`src/rail_fault_filter.sv`:
```
// Shared constants of the buck control block and the fault filter that
// turns a persisting rail fault into a combined fault level.
// Assumes one 40 MHz clock and a synchronous active-high reset.
package buck_ctrl_pkg;
   localparam int          CLK_PERIOD_NS    = 25;
   localparam int          FILTER_TIME_NS   = 100000;
   localparam int          FILTER_CYCLES    = FILTER_TIME_NS / CLK_PERIOD_NS;
   // No edge for longer than the slowest sync period means the pin is a level
   localparam int          SYNC_TIMEOUT_NS  = 2000;
   localparam int          SYNC_CYCLES      = SYNC_TIMEOUT_NS / CLK_PERIOD_NS;
   localparam int          NUM_RAILS        = 4;
   localparam int          NUM_STAGES       = 8;
   localparam logic [12:0] FILTER_LIMIT     = 13'(FILTER_CYCLES);
   localparam logic [6:0]  SYNC_LIMIT       = 7'(SYNC_CYCLES);
   // Phase offsets in quarter periods, indexed by rail number minus one
   localparam logic [1:0]  PHASE_RAIL1      = 2'h0;
   localparam logic [1:0]  PHASE_RAIL2      = 2'h1;
   localparam logic [1:0]  PHASE_RAIL3      = 2'h3;
   localparam logic [1:0]  PHASE_RAIL4      = 2'h2;
   // Stage masks, bit 0 is stage A and bit 7 is stage H
   localparam logic [7:0]  ST_NONE = 8'h00;
   localparam logic [7:0]  ST_AB   = 8'h03;
   localparam logic [7:0]  ST_ABC  = 8'h07;
   localparam logic [7:0]  ST_ABCD = 8'h0f;
   localparam logic [7:0]  ST_ABCH = 8'h87;
   localparam logic [7:0]  ST_CD   = 8'h0c;
   localparam logic [7:0]  ST_D    = 8'h08;
   localparam logic [7:0]  ST_DE   = 8'h18;
   localparam logic [7:0]  ST_E    = 8'h10;
   localparam logic [7:0]  ST_EF   = 8'h30;
   localparam logic [7:0]  ST_FG   = 8'h60;
   localparam logic [7:0]  ST_FGH  = 8'he0;
   localparam logic [7:0]  ST_GH   = 8'hc0;
   localparam logic [7:0]  ST_EFGH = 8'hf0;

   typedef enum logic [1:0] {RAIL_OFF, RAIL_RUN, RAIL_DRAIN} rail_state_type;
endpackage

`timescale 1ns/1ps

module rail_fault_filter
   import buck_ctrl_pkg::*;
(
   input  wire logic clk_i,
   input  wire logic rst_i,
   input  wire logic fault_i,
   output logic      fault_long_o
);
   logic [12:0] count_ff;
   logic [12:0] nxt_count;
   logic        fault_long_ff;
   logic        nxt_fault_long;

   always_comb begin
      // Restart whenever every running rail is good; saturate once tripped
      if (!fault_i) begin
         nxt_count = 13'h0000;
      end else if (count_ff <= FILTER_LIMIT) begin
         nxt_count = count_ff + 13'h0001;
      end else begin
         nxt_count = count_ff;
      end
      nxt_fault_long = fault_i && (count_ff > FILTER_LIMIT);
   end

   always_ff @(posedge clk_i) begin
      if (rst_i) begin
         count_ff      <= 13'h0000;
         fault_long_ff <= 1'b0;
      end else begin
         count_ff      <= nxt_count;
         fault_long_ff <= nxt_fault_long;
      end
   end

   assign fault_long_o = fault_long_ff;
endmodule // rail_fault_filter

```
`src/buck_ctrl.sv`:
```
// Digital control of a four-rail buck regulator sharing eight power stages.
// All pins and analog comparator results arrive asynchronously and are
// synchronised here; outputs steer the power stages and the fault pin.
`timescale 1ns/1ps

module buck_ctrl
   import buck_ctrl_pkg::*;
(
   input  wire logic        clk_i,
   input  wire logic        rst_i,
   input  wire logic        stage_combo_bit0_i,
   input  wire logic        stage_combo_bit1_i,
   input  wire logic        stage_combo_bit2_i,
   input  wire logic [3:0]  rail_enable_hi_i,      // enable above 730 mV
   input  wire logic [3:0]  rail_enable_precise_i, // enable above 400 mV
   input  wire logic [3:0]  rail_feedback_low_i,   // below falling good level
   input  wire logic [3:0]  rail_feedback_ok_i,    // above rising good level
   input  wire logic [3:0]  rail_above_target_i,   // slightly above regulation
   input  wire logic [3:0]  rail_current_zero_i,
   input  wire logic        sync_mode_i,
   input  wire logic        freq_set_input_i,      // high when tied to bias
   input  wire logic        overtemp_hot_i,        // die at the trip level
   input  wire logic        overtemp_cool_i,       // die below the release level
   input  wire logic        undervoltage_i,
   output logic [3:0][7:0]  rail_stages_o,
   output logic [3:0]       rail_run_o,
   output logic [3:0]       rail_low_side_o,
   output logic [3:0]       rail_hiz_o,
   output logic [3:0]       rail_sleep_o,
   output logic [3:0][1:0]  rail_phase_o,
   output logic             thr_precise_o,
   output logic             forced_cont_o,
   output logic             sync_lock_o,
   output logic             int_osc_o,
   output logic             overtemp_shutdown_o,
   output logic             all_rails_good_n_o,
   output logic             all_rails_good_n_oe_o
);
   function automatic logic [7:0] stage_mask(input logic [2:0] code, input int rail);
      logic [3:0][7:0] m;
      m = '0;
      case (code)
         3'h0:    m = {ST_GH,   ST_EF,   ST_CD,   ST_AB};
         3'h1:    m = {ST_GH,   ST_EF,   ST_D,    ST_ABC};
         3'h2:    m = {ST_FGH,  ST_E,    ST_D,    ST_ABC};
         3'h3:    m = {ST_FG,   ST_E,    ST_D,    ST_ABCH};
         3'h4:    m = {ST_FGH,  ST_NONE, ST_DE,   ST_ABC};
         3'h5:    m = {ST_GH,   ST_EF,   ST_NONE, ST_ABCD};
         3'h6:    m = {ST_FGH,  ST_E,    ST_NONE, ST_ABCD};
         default: m = {ST_EFGH, ST_NONE, ST_NONE, ST_ABCD};
      endcase
      return m[rail];
   endfunction

   // Two-stage synchronisers; only the second stage is read
   localparam int SYNC_W = 32;
   logic [SYNC_W-1:0] meta_ff, sync_ff;
   logic [SYNC_W-1:0] raw_in;
   assign raw_in = {stage_combo_bit2_i, stage_combo_bit1_i, stage_combo_bit0_i,
                    rail_enable_hi_i, rail_enable_precise_i, rail_feedback_low_i,
                    rail_feedback_ok_i, rail_above_target_i, rail_current_zero_i,
                    sync_mode_i, freq_set_input_i, overtemp_hot_i, overtemp_cool_i,
                    undervoltage_i};

   always_ff @(posedge clk_i) begin
      if (rst_i) begin
         meta_ff <= '0;
         sync_ff <= '0;
      end else begin
         meta_ff <= raw_in;
         sync_ff <= meta_ff;
      end
   end

   logic [2:0] code_s;
   logic [3:0] en_hi_s, en_pr_s, fb_low_s, fb_ok_s, above_s, izero_s;
   logic       mode_s, fset_s, hot_s, cool_s, uv_s;
   assign {code_s, en_hi_s, en_pr_s, fb_low_s, fb_ok_s, above_s, izero_s,
           mode_s, fset_s, hot_s, cool_s, uv_s} = sync_ff;

   // Mode pin: rising edges seen recently mean an external clock
   logic       mode_d_ff, lock_ff, fcm_ff, int_osc_ff, therm_ff, thr_ff;
   logic       nxt_lock, nxt_fcm, nxt_int_osc, nxt_therm, nxt_thr;
   logic [6:0] edge_cnt_ff, nxt_edge_cnt;
   logic [3:0][7:0] stages_ff, nxt_stages;

   rail_state_type [3:0] st_ff, nxt_st;
   logic [3:0] run_ff, ls_ff, hiz_ff, sleep_ff, good_ff, nxt_sleep, nxt_good;
   logic [3:0] want, avail;
   logic       any_run, rail_fault, fault_long, pg_oe_ff, nxt_pg_oe;

   always_comb begin
      nxt_edge_cnt = edge_cnt_ff;
      nxt_lock     = lock_ff;
      if (mode_s && !mode_d_ff) begin
         nxt_edge_cnt = '0;
         nxt_lock     = 1'b1;
      end else if (edge_cnt_ff < SYNC_LIMIT) begin
         nxt_edge_cnt = edge_cnt_ff + 7'h01;
      end else begin
         nxt_lock     = 1'b0;
      end
      nxt_fcm     = nxt_lock || mode_s;
      nxt_int_osc = !nxt_lock && fset_s;
      // Hysteresis: set at the hot level, cleared only once cool again
      nxt_therm = hot_s ? 1'b1 : (cool_s ? 1'b0 : therm_ff);
      for (int r = 0; r < NUM_RAILS; r++) begin
         nxt_stages[r] = stage_mask(code_s, r);
      end
   end

   always_ff @(posedge clk_i) begin
      if (rst_i) begin
         mode_d_ff   <= 1'b0;
         edge_cnt_ff <= '0;
         lock_ff     <= 1'b0;
         fcm_ff      <= 1'b0;
         int_osc_ff  <= 1'b0;
         therm_ff    <= 1'b0;
         stages_ff   <= '0;
      end else begin
         mode_d_ff   <= mode_s;
         edge_cnt_ff <= nxt_edge_cnt;
         lock_ff     <= nxt_lock;
         fcm_ff      <= nxt_fcm;
         int_osc_ff  <= nxt_int_osc;
         therm_ff    <= nxt_therm;
         stages_ff   <= nxt_stages;
      end
   end

   // Rail sequencing
   always_comb begin
      any_run   = |run_ff;
      nxt_thr   = any_run;
      nxt_st    = st_ff;
      nxt_sleep = sleep_ff;
      nxt_good  = good_ff;
      for (int r = 0; r < NUM_RAILS; r++) begin
         avail[r] = |stages_ff[r];
         // The precise comparator is only trusted once any rail, this one included, runs
         want[r] = avail[r] && !therm_ff && !uv_s &&
                   (thr_ff ? en_pr_s[r] : en_hi_s[r]);
         case (st_ff[r])
            RAIL_OFF: begin
               if (want[r]) begin
                  nxt_st[r] = RAIL_RUN;
               end
            end
            RAIL_RUN: begin
               if (!want[r]) begin
                  nxt_st[r] = RAIL_DRAIN;
               end
            end
            RAIL_DRAIN: begin
               if (izero_s[r]) begin
                  nxt_st[r] = RAIL_OFF;
               end
            end
            default: nxt_st[r] = RAIL_OFF;
         endcase
         if (st_ff[r] != RAIL_RUN || fcm_ff) begin
            nxt_sleep[r] = 1'b0;
         end else if (above_s[r]) begin
            nxt_sleep[r] = 1'b1;
         end else if (fb_low_s[r] || !above_s[r]) begin
            nxt_sleep[r] = 1'b0;
         end
         if (st_ff[r] != RAIL_RUN) begin
            nxt_good[r] = 1'b1;
         end else if (fb_low_s[r]) begin
            nxt_good[r] = 1'b0;
         end else if (fb_ok_s[r]) begin
            nxt_good[r] = 1'b1;
         end
      end
      rail_fault = |(run_ff & ~good_ff);
      nxt_pg_oe  = fault_long || !any_run;
   end

   always_ff @(posedge clk_i) begin
      if (rst_i) begin
         st_ff    <= {NUM_RAILS{RAIL_OFF}};
         run_ff   <= '0;
         ls_ff    <= '0;
         hiz_ff   <= '1;
         sleep_ff <= '0;
         good_ff  <= '1;
         thr_ff   <= 1'b0;
         pg_oe_ff <= 1'b1;
      end else begin
         st_ff    <= nxt_st;
         for (int r = 0; r < NUM_RAILS; r++) begin
            run_ff[r] <= (nxt_st[r] == RAIL_RUN);
            ls_ff[r]  <= (nxt_st[r] == RAIL_DRAIN);
            hiz_ff[r] <= (nxt_st[r] == RAIL_OFF);
         end
         sleep_ff <= nxt_sleep;
         good_ff  <= nxt_good;
         thr_ff   <= nxt_thr;
         pg_oe_ff <= nxt_pg_oe;
      end
   end

   rail_fault_filter u_filter (
      .clk_i        (clk_i),
      .rst_i        (rst_i),
      .fault_i      (rail_fault),
      .fault_long_o (fault_long)
   );

   assign rail_stages_o         = stages_ff;
   assign rail_run_o            = run_ff;
   assign rail_low_side_o       = ls_ff;
   assign rail_hiz_o            = hiz_ff;
   assign rail_sleep_o          = sleep_ff;
   assign rail_phase_o          = {PHASE_RAIL4, PHASE_RAIL3, PHASE_RAIL2, PHASE_RAIL1};
   assign thr_precise_o         = thr_ff;
   assign forced_cont_o         = fcm_ff;
   assign sync_lock_o           = lock_ff;
   assign int_osc_o             = int_osc_ff;
   assign overtemp_shutdown_o   = therm_ff;
   assign all_rails_good_n_o    = 1'b0;
   assign all_rails_good_n_oe_o = pg_oe_ff;
endmodule // buck_ctrl

```
`config.mk`:
```
export PLATFORM = sky130hd
export DESIGN_NAME = buck_ctrl
export DESIGN_NICKNAME = d
export VERILOG_FILES = /design/src/rail_fault_filter.sv /design/src/buck_ctrl.sv
export SDC_FILE = /design/constraint.sdc
export NUM_CORES = 1
export LEC_CHECK = 0
export BUFFER_PORTS_ARGS = -buffer_cell sky130_fd_sc_hd__buf_2
export CAP_MARGIN = 20
export CORE_MARGIN = 5
export CORE_UTILIZATION = 50
export DETAILED_ROUTE_END_ITERATION = 7
export PLACE_DENSITY = 0.74
export SLEW_MARGIN = 10
export SYNTH_ARGS = -nofsm -noshare
export SYNTH_HDL_FRONTEND = slang
export SYNTH_SLANG_ARGS = --single-unit
```
`constraint.sdc`:
```
create_clock -name clk_i -period 3.31 [get_ports clk_i]
set_input_delay 0.4965 -clock clk_i [delete_from_list [all_inputs] [get_ports clk_i]]
set_output_delay 0.4965 -clock clk_i [all_outputs]
set_load 0.01 [all_outputs]
```
==> summary.md, run 1 <==
| Metric | Value |
|---|---|
| Worst R2R End | `u_filter.count_ff[0]` |
| Number of gates resized after CTS | `0` |
| Input/output buffers | `69` |
| Total negative slack | `0 ns` |
| Hold Path Class | `in2reg` |
| Dpl hpwl | `5480 um` |
| Core Util, Final | `0.613` |
| Slew Viols, Final | `0` |
| Clock Path Buffers | `2` |
| Router iterations before antenna repair | `6` |
| Largest family of logic cells by synthesized area | `simple AND/OR/NAND/NOR gates` |
| Routed WL per cell | `13.2 um` |
| Critical Path End Type | `flip-flop` |
| Hold_ws | `~0.19 ns` |
| Syn_area_per_cell | `just over 10 um^2` |
| Pleak | `2.31 nW` |
| Mux cell area share after synthesis | `0.0146` |
| Nets | `about 540` |
| Vias per inst | `about 4.8` |
| Die Span X | `between 100 and 150 um` |
| Initial antenna violation count | `0` |
| Xor and xnor area share after synthesis | `0.00984` |
| Hold path start | `rail_current_zero_i[3]` |
| Unrepaired setup endpoints after global routing | `false` |
| Slew margin rel. | `0.429` |
| Worst-margin pin slew | `0.846 ns` |
| Post-synthesis simple-gate area fraction | `0.231` |
| Die area | `10900 um^2` |
| Critical path data required time | `between 3 and 4 ns` |
| Mapped Cells | `about 430` |
| WP data arrival | `2.38 ns` |
| Iter 0 DRT Violations | `99` |
| CTS Buf Count | `17` |
| DRT Wirelength | `8190 um` |
| Worst Hold End | `meta_ff[8]` |
| Clk slew on worst S/H paths | `0.06 ns` |
| Status | `completed` |
| Synth Area in Adders | `0.00844` |
| # IOs | `97` |
| Vias in the first global route | `~2.9k` |
| Worst R2R Setup Slack | `roughly 1.4 ns` |
| Gpl congestion | `0.751` |
| Std-Cell Rows | `34` |
| Period minus WS final | `1.95 ns` |
| Distinct cells, synth | `41` |
| Synthesized area | `about 4400 um^2` |
| All-Layer GR Usage | `0.152` |
| First-pass GRT wire length | `between 10000 and 15000 um` |
| Crit path launch type | `flip-flop` |
| Top FF cell, synth | `dfxtp_1` |
| Htree depth | `4` |
| Layout cells sized above 1 | `0.215` |
| Post-route ant nets | `0` |
| WHS Path Cells | `2` |
| Synth Area in Compound Gates | `0.0650` |
| Post-synth EDFFs | `0` |
| FMAX | `513 MHz` |
| Setup bufs post-CTS | `0` |
| Clock Skew | `0.00651 ns` |
| Maxcap violations | `0` |
| Hold Buf Count CTS | `0` |
| FFs w/ async S/R, synth | `0` |
| Remaining DRCs | `0` |
| Peak supply drop | `0.000353 V` |
| # setup viols final | `0` |
| Die Height | `approximately 100 um` |
| Largest net degree at the start of global routing | `56` |
| PwrDens | `685 nW/um^2` |
| Register area share after synthesis | `0.594` |
| Total gr overflow | `0` |
| Tot Pwr | `3.64 mW` |
| Fin. Hold Viols | `0` |
| Root buf cell | `clkbuf_8` |
| Worst R2R Path Depth | `7` |
| TritonCTS clock tree | `done` |
| Crit-path max FO | `13` |
| Fin crit share | `0.589` |
| Synth warn | `0` |
| WS Path Type | `reg2reg` |
| Clk_lat worst skew | `0.51 ns` |
| CTS Sinks | `132` |
| Layout area overhead | `19.6%` |
| N_diodes | `0` |
| Core region area | `approximately 8700 um^2` |
| Starting density of the core | `0.513` |
| Vias post-DR | `2981` |
| Yosys reg bits | `132` |
| FF-to-FF Start | `u_filter.count_ff[0]` |
-- synth_stat cells, types with 6 or more instances --
cell      instances  area share
a21oi_1          19       0.021
and3_1            8       0.011
buf_4            29       0.049
clkbuf_1         14       0.012
dfxtp_1         132        0.59
inv_1             9      0.0076
nand2_1          15       0.013
nand2b_1          6      0.0084
nand3_1           7      0.0079
nor2_1           34       0.029
nor2b_1          65       0.091
nor3_1           13       0.015
o211ai_1          8       0.013
o21ai_0           8      0.0090
or4_1             8       0.013
-- kinds of logic (layout without fill, tap and decap cells) --
logic type	count (synthesis)	count (layout)
AO/OA/AOI/OAI	47	47
flip-flops	132	132
other	2	27
buffers and inverters	55	111
multiplexers	6	6
AND/OR/NAND/NOR	181	181
adder cells (fa/ha/maj)	3	3
XOR/XNOR	5	5
-- registers in the layout, summed over array words and instances, names as in the netlist, 4 cells and up --
signal / flops
meta_ff: 32
rail_run_o: 4
st_ff: 8
rail_low_side_o: 4
edge_cnt_ff: 7
sync_ff: 32
good_ff: 4
rail_stages_o: 12
rail_sleep_o: 4
u_filter.count_ff: 13
rail_hiz_o: 4
-- worst max-delay path, stage by stage (launching register included) --
cell and delay [ns]:
dfxtp_1 0.40, inv_1 0.07, ha_1 0.18, and4b_1 0.19, a211oi_2 0.49, buf_4 0.28, o21ai_0 0.10, a21oi_1 0.17
-- cells in the final DEF (no fill, tap or decap), types with 9 or more instances in the layout --
cell type and n:
a21oi_1 19, dfxtp_1 132, nor2b_1 65, nor2_1 34, nor3_1 13, conb_1 27
inv_1 9, nand2_1 15, clkbuf_16 16, buf_2 69
-- where the power goes --
part / internal (mW) / switching, mW
Sequential: 1.65 / 0.0239
Combinational: 0.0616 / 0.0823
Clock: 1.16 / 0.669
-- per-stage QoR --
stage	cell area, um^2	instances	worst slack (ns)
after floorplan	4540	456	1.71
after global placement	4730	588	1.28
after detailed placement	4730	588	1.14
after CTS	5310	619	1.08
after global routing	5320	620	1.22
final	5320	620	1.36
-- worst max-delay path by stage --
stage                         start                    end  slack [ns]  depth (start not counted)
3_5_place_dp   u_filter.count_ff[0]   u_filter.count_ff[8]        1.14                          6
4_1_cts        u_filter.count_ff[0]   u_filter.count_ff[0]        1.08                          6
6_report       u_filter.count_ff[0]   u_filter.count_ff[0]        1.36                          7
5_1_grt        u_filter.count_ff[0]   u_filter.count_ff[0]        1.22                          7
3_3_place_gp   u_filter.count_ff[0]   u_filter.count_ff[1]        1.28                          6
2_1_floorplan  u_filter.count_ff[0]  u_filter.count_ff[11]        1.71                          8
-- final cells by class --
cell class                 instances  area (um^2)
multi-input combinational        269         1560
fill                             743         3360
tap                              108          135
clock inverter                    13          158
inverter                           9         33.8
sequential                       132         2640
clock buffer                      18          428
timing repair buffer              71          360
-- metal layers --
metal  track usage  up-vias  share of wire
li1              -     1515              -
met1         0.178     1378           0.43
met2         0.252       75           0.50
met3        0.0459       13          0.046
met4        0.0712        0          0.018
met5             0        -              0
(Power assumes the default switching activity.)
==> run 2, diff against run 1 <==
==> constraint.sdc (replaced) <==
create_clock -name clk_i -period 1.95 [get_ports clk_i]
set_input_delay 0.2925 -clock clk_i [delete_from_list [all_inputs] [get_ports clk_i]]
set_output_delay 0.2925 -clock clk_i [all_outputs]
set_load 0.01 [all_outputs]
==> summary.md, run 2 (same netlist as run 1, synthesis figures left out) <==
| Metric | Value |
|---|---|
| Status | `completed` |
| Layout cells sized above 1 | `0.208 (-0.00712)` |
| Die Span X | `104 um (unchanged)` |
| All-Layer GR Usage | `0.162 (+0.0109)` |
| Reg power frac | `0.430 (-0.029)` |
| Most common cell after layout, fill and taps aside | `dfxtp_1` |
| Vias post-DR | `3124 (+4.8%)` |
| Remaining DRCs | `0 (unchanged)` |
| FMAX | `585 MHz (+14%)` |
| Largest net degree at the start of global routing | `67 (+20%)` |
| Fin crit share | `0.877 (+0.287)` |
| Die Height | `104 um (unchanged)` |
| Period minus WS final | `1.71 ns (-0.241 ns)` |
| Nets | `568 (+5.8%)` |
| Hold Path Class | `in2reg` |
| Vias per inst | `4.79 (-0.35%)` |
| Input/output buffers | `69 (unchanged)` |
| Maxcap violations | `0 (unchanged)` |
| CTS Buf Count | `17 (unchanged)` |
| # fillers | `665 (-10%)` |
| Power share of the clock group | `0.525 (+0.023)` |
| Total negative slack | `0 ns (unchanged)` |
| Crit path launch type | `flip-flop` |
| Root buf cell | `clkbuf_8` |
| Critical Path End Type | `flip-flop` |
| TritonCTS clock tree | `done` |
| Clock Path Buffers | `2 (unchanged)` |
| Pleak | `2.48 nW (+7.4%)` |
| Clk_lat worst skew | `0.52 ns (about the same)` |
| Post-route ant nets | `0 (unchanged)` |
| Most frequent cells in the layout | `dfxtp_1 (132), buf_2 (69), nor2b_1 (65)` |
| CTS Sinks | `132 (unchanged)` |
| Combinational power share | `0.045 (+0.006)` |
| PwrDens | `1160 nW/um^2 (+69%)` |
| Vias in the first global route | `3187 (+11%)` |
| # setup viols final | `0 (unchanged)` |
| Router iterations before antenna repair | `4 (-2)` |
| Die area | `10900 um^2 (unchanged)` |
| Gpl congestion | `0.817 (+8.8%)` |
| Fin. Hold Viols | `0 (unchanged)` |
| Initial antenna violation count | `0 (unchanged)` |
| Clk slew on worst S/H paths | `0.06 ns (about the same)` |
| Routed WL per cell | `13.1 um (-1.1%)` |
| Worst-margin pin slew | `0.775 ns (-0.0716 ns)` |
| DRT Wirelength | `8520 um (+4.1%)` |
| Worst R2R Setup Slack | `0.24 ns (-1.12 ns)` |
| Crit-path max FO | `22 (+9)` |
| Sw power | `1.41 mW (+82%)` |
| Core region area | `8680 um^2 (unchanged)` |
| WS Path Type | `reg2reg` |
| Total gr overflow | `0 (unchanged)` |
| Critical path data required time | `2.40 ns (-1.34 ns)` |
| Slew margin rel. | `0.477 (+0.0483)` |
| Starting density of the core | `0.513 (unchanged)` |
| Number of gates resized after CTS | `0 (unchanged)` |
| Slew Viols, Final | `0 (unchanged)` |
| N_diodes | `0 (unchanged)` |
| WP data arrival | `2.16 ns (-0.22 ns)` |
| Iter 0 DRT Violations | `117 (+18%)` |
| Top flop regs | `meta_ff: 32 flops, sync_ff: 32 flops, u_filter.count_ff: 13 flops` |
| Hold_ws | `0.0279 ns (-0.161 ns)` |
| Sw Ratio | `0.214 (+0.00164)` |
| Layout area overhead | `27.9%` |
| Unrepaired setup endpoints after global routing | `false` |
| Peak supply drop | `0.000714 V (+100%)` |
| First-pass GRT wire length | `14300 um (+7.5%)` |
| Htree depth | `4 (unchanged)` |
| Tot Pwr | `6.60 mW (+81%)` |
| # IOs | `97 (unchanged)` |
| Cell internal pwr | `5.18 mW (+81%)` |
| Std-Cell Rows | `34 (unchanged)` |
| Dpl hpwl | `5580 um (+1.8%)` |
| Clock Skew | `0.0140 ns (+0.00746 ns)` |
[run 2: changes by cell type in the layout (fill, tap and decap cells not counted)]
cell and change:
clkinv_2 -4, bufinv_16 +2, inv_6 +6, clkinv_4 +2, clkinvlp_4 -4, dlygate4sd3_1 +29
clkbuf_8 -1, buf_4 +2
[run 2: metrics by stage]
stage | cell area [um^2] | setup WS [ns] | util | std cells
detailed placement | 4750 | 0.249 | 0.547 | 591
global route | 5690 | 0.131 | 0.656 | 652
finish | 5690 | 0.241 | 0.656 | 652
floorplan | 4540 | 0.348 | - | 456
CTS | 5690 | 0.244 | 0.656 | 652
global placement | 4750 | 0.322 | 0.547 | 591
[run 2: metal layers]
| metal | track usage | wire [um] | share of wire |
|---|---|---|---|
| met1 | 0.174 | 3430 | 0.40 |
| met2 | 0.279 | 4470 | 0.52 |
| met3 | 0.0677 | 504 | 0.059 |
| met4 | 0.0694 | 110 | 0.013 |
| met5 | 0 | 0 | 0 |
[run 2: final cells by class]
cell class,instances,area (um^2),area share
Clock buffer,17,414,0.0728
Clock inverter,15,238,0.0418
Inverter,9,33.8,0.00594
Multi-Input combinational cell,269,1560,0.275
Sequential cell,132,2640,0.464
Tap cell,108,135,0.0237
Timing Repair Buffer,102,666,0.117
[run 2: what timing repair did]
action	in CTS	in global routing
hold endpoints to repair	29	0
setup buffers	0	0
hold buffers	29	0
[run 2: power by group through the flow]
| stage | Combinational, mW | Sequential, mW | Clock (mW) |
|---|---|---|---|
| floorplan | 0.191 | 2.89 | 0 |
| CTS | 0.298 | 2.83 | 3.50 |
| global placement | 0.245 | 2.89 | 0 |
| finish | 0.297 | 2.83 | 3.47 |
| global route | 0.330 | 2.84 | 3.64 |
| detailed placement | 0.252 | 2.89 | 0 |
[run 2: path summary, 6_finish.rpt]
check	cells past startpoint	start	to
setup / recovery	7	u_filter.count_ff[1]	u_filter.count_ff[5]
hold / removal	2	rail_feedback_low_i[0]	meta_ff[17]
setup reg to reg	7	u_filter.count_ff[1]	u_filter.count_ff[5]
hold reg to reg	1	u_filter.fault_long_o	all_rails_good_n_oe_o
[run 2: critical path: stages, from the launching register on]
cell      delay [ns]
dfxtp_1         0.35
inv_1           0.08
ha_1            0.13
and4b_1         0.20
a211oi_2        0.06
buf_4           0.20
or4_1           0.48
a21oi_1         0.14
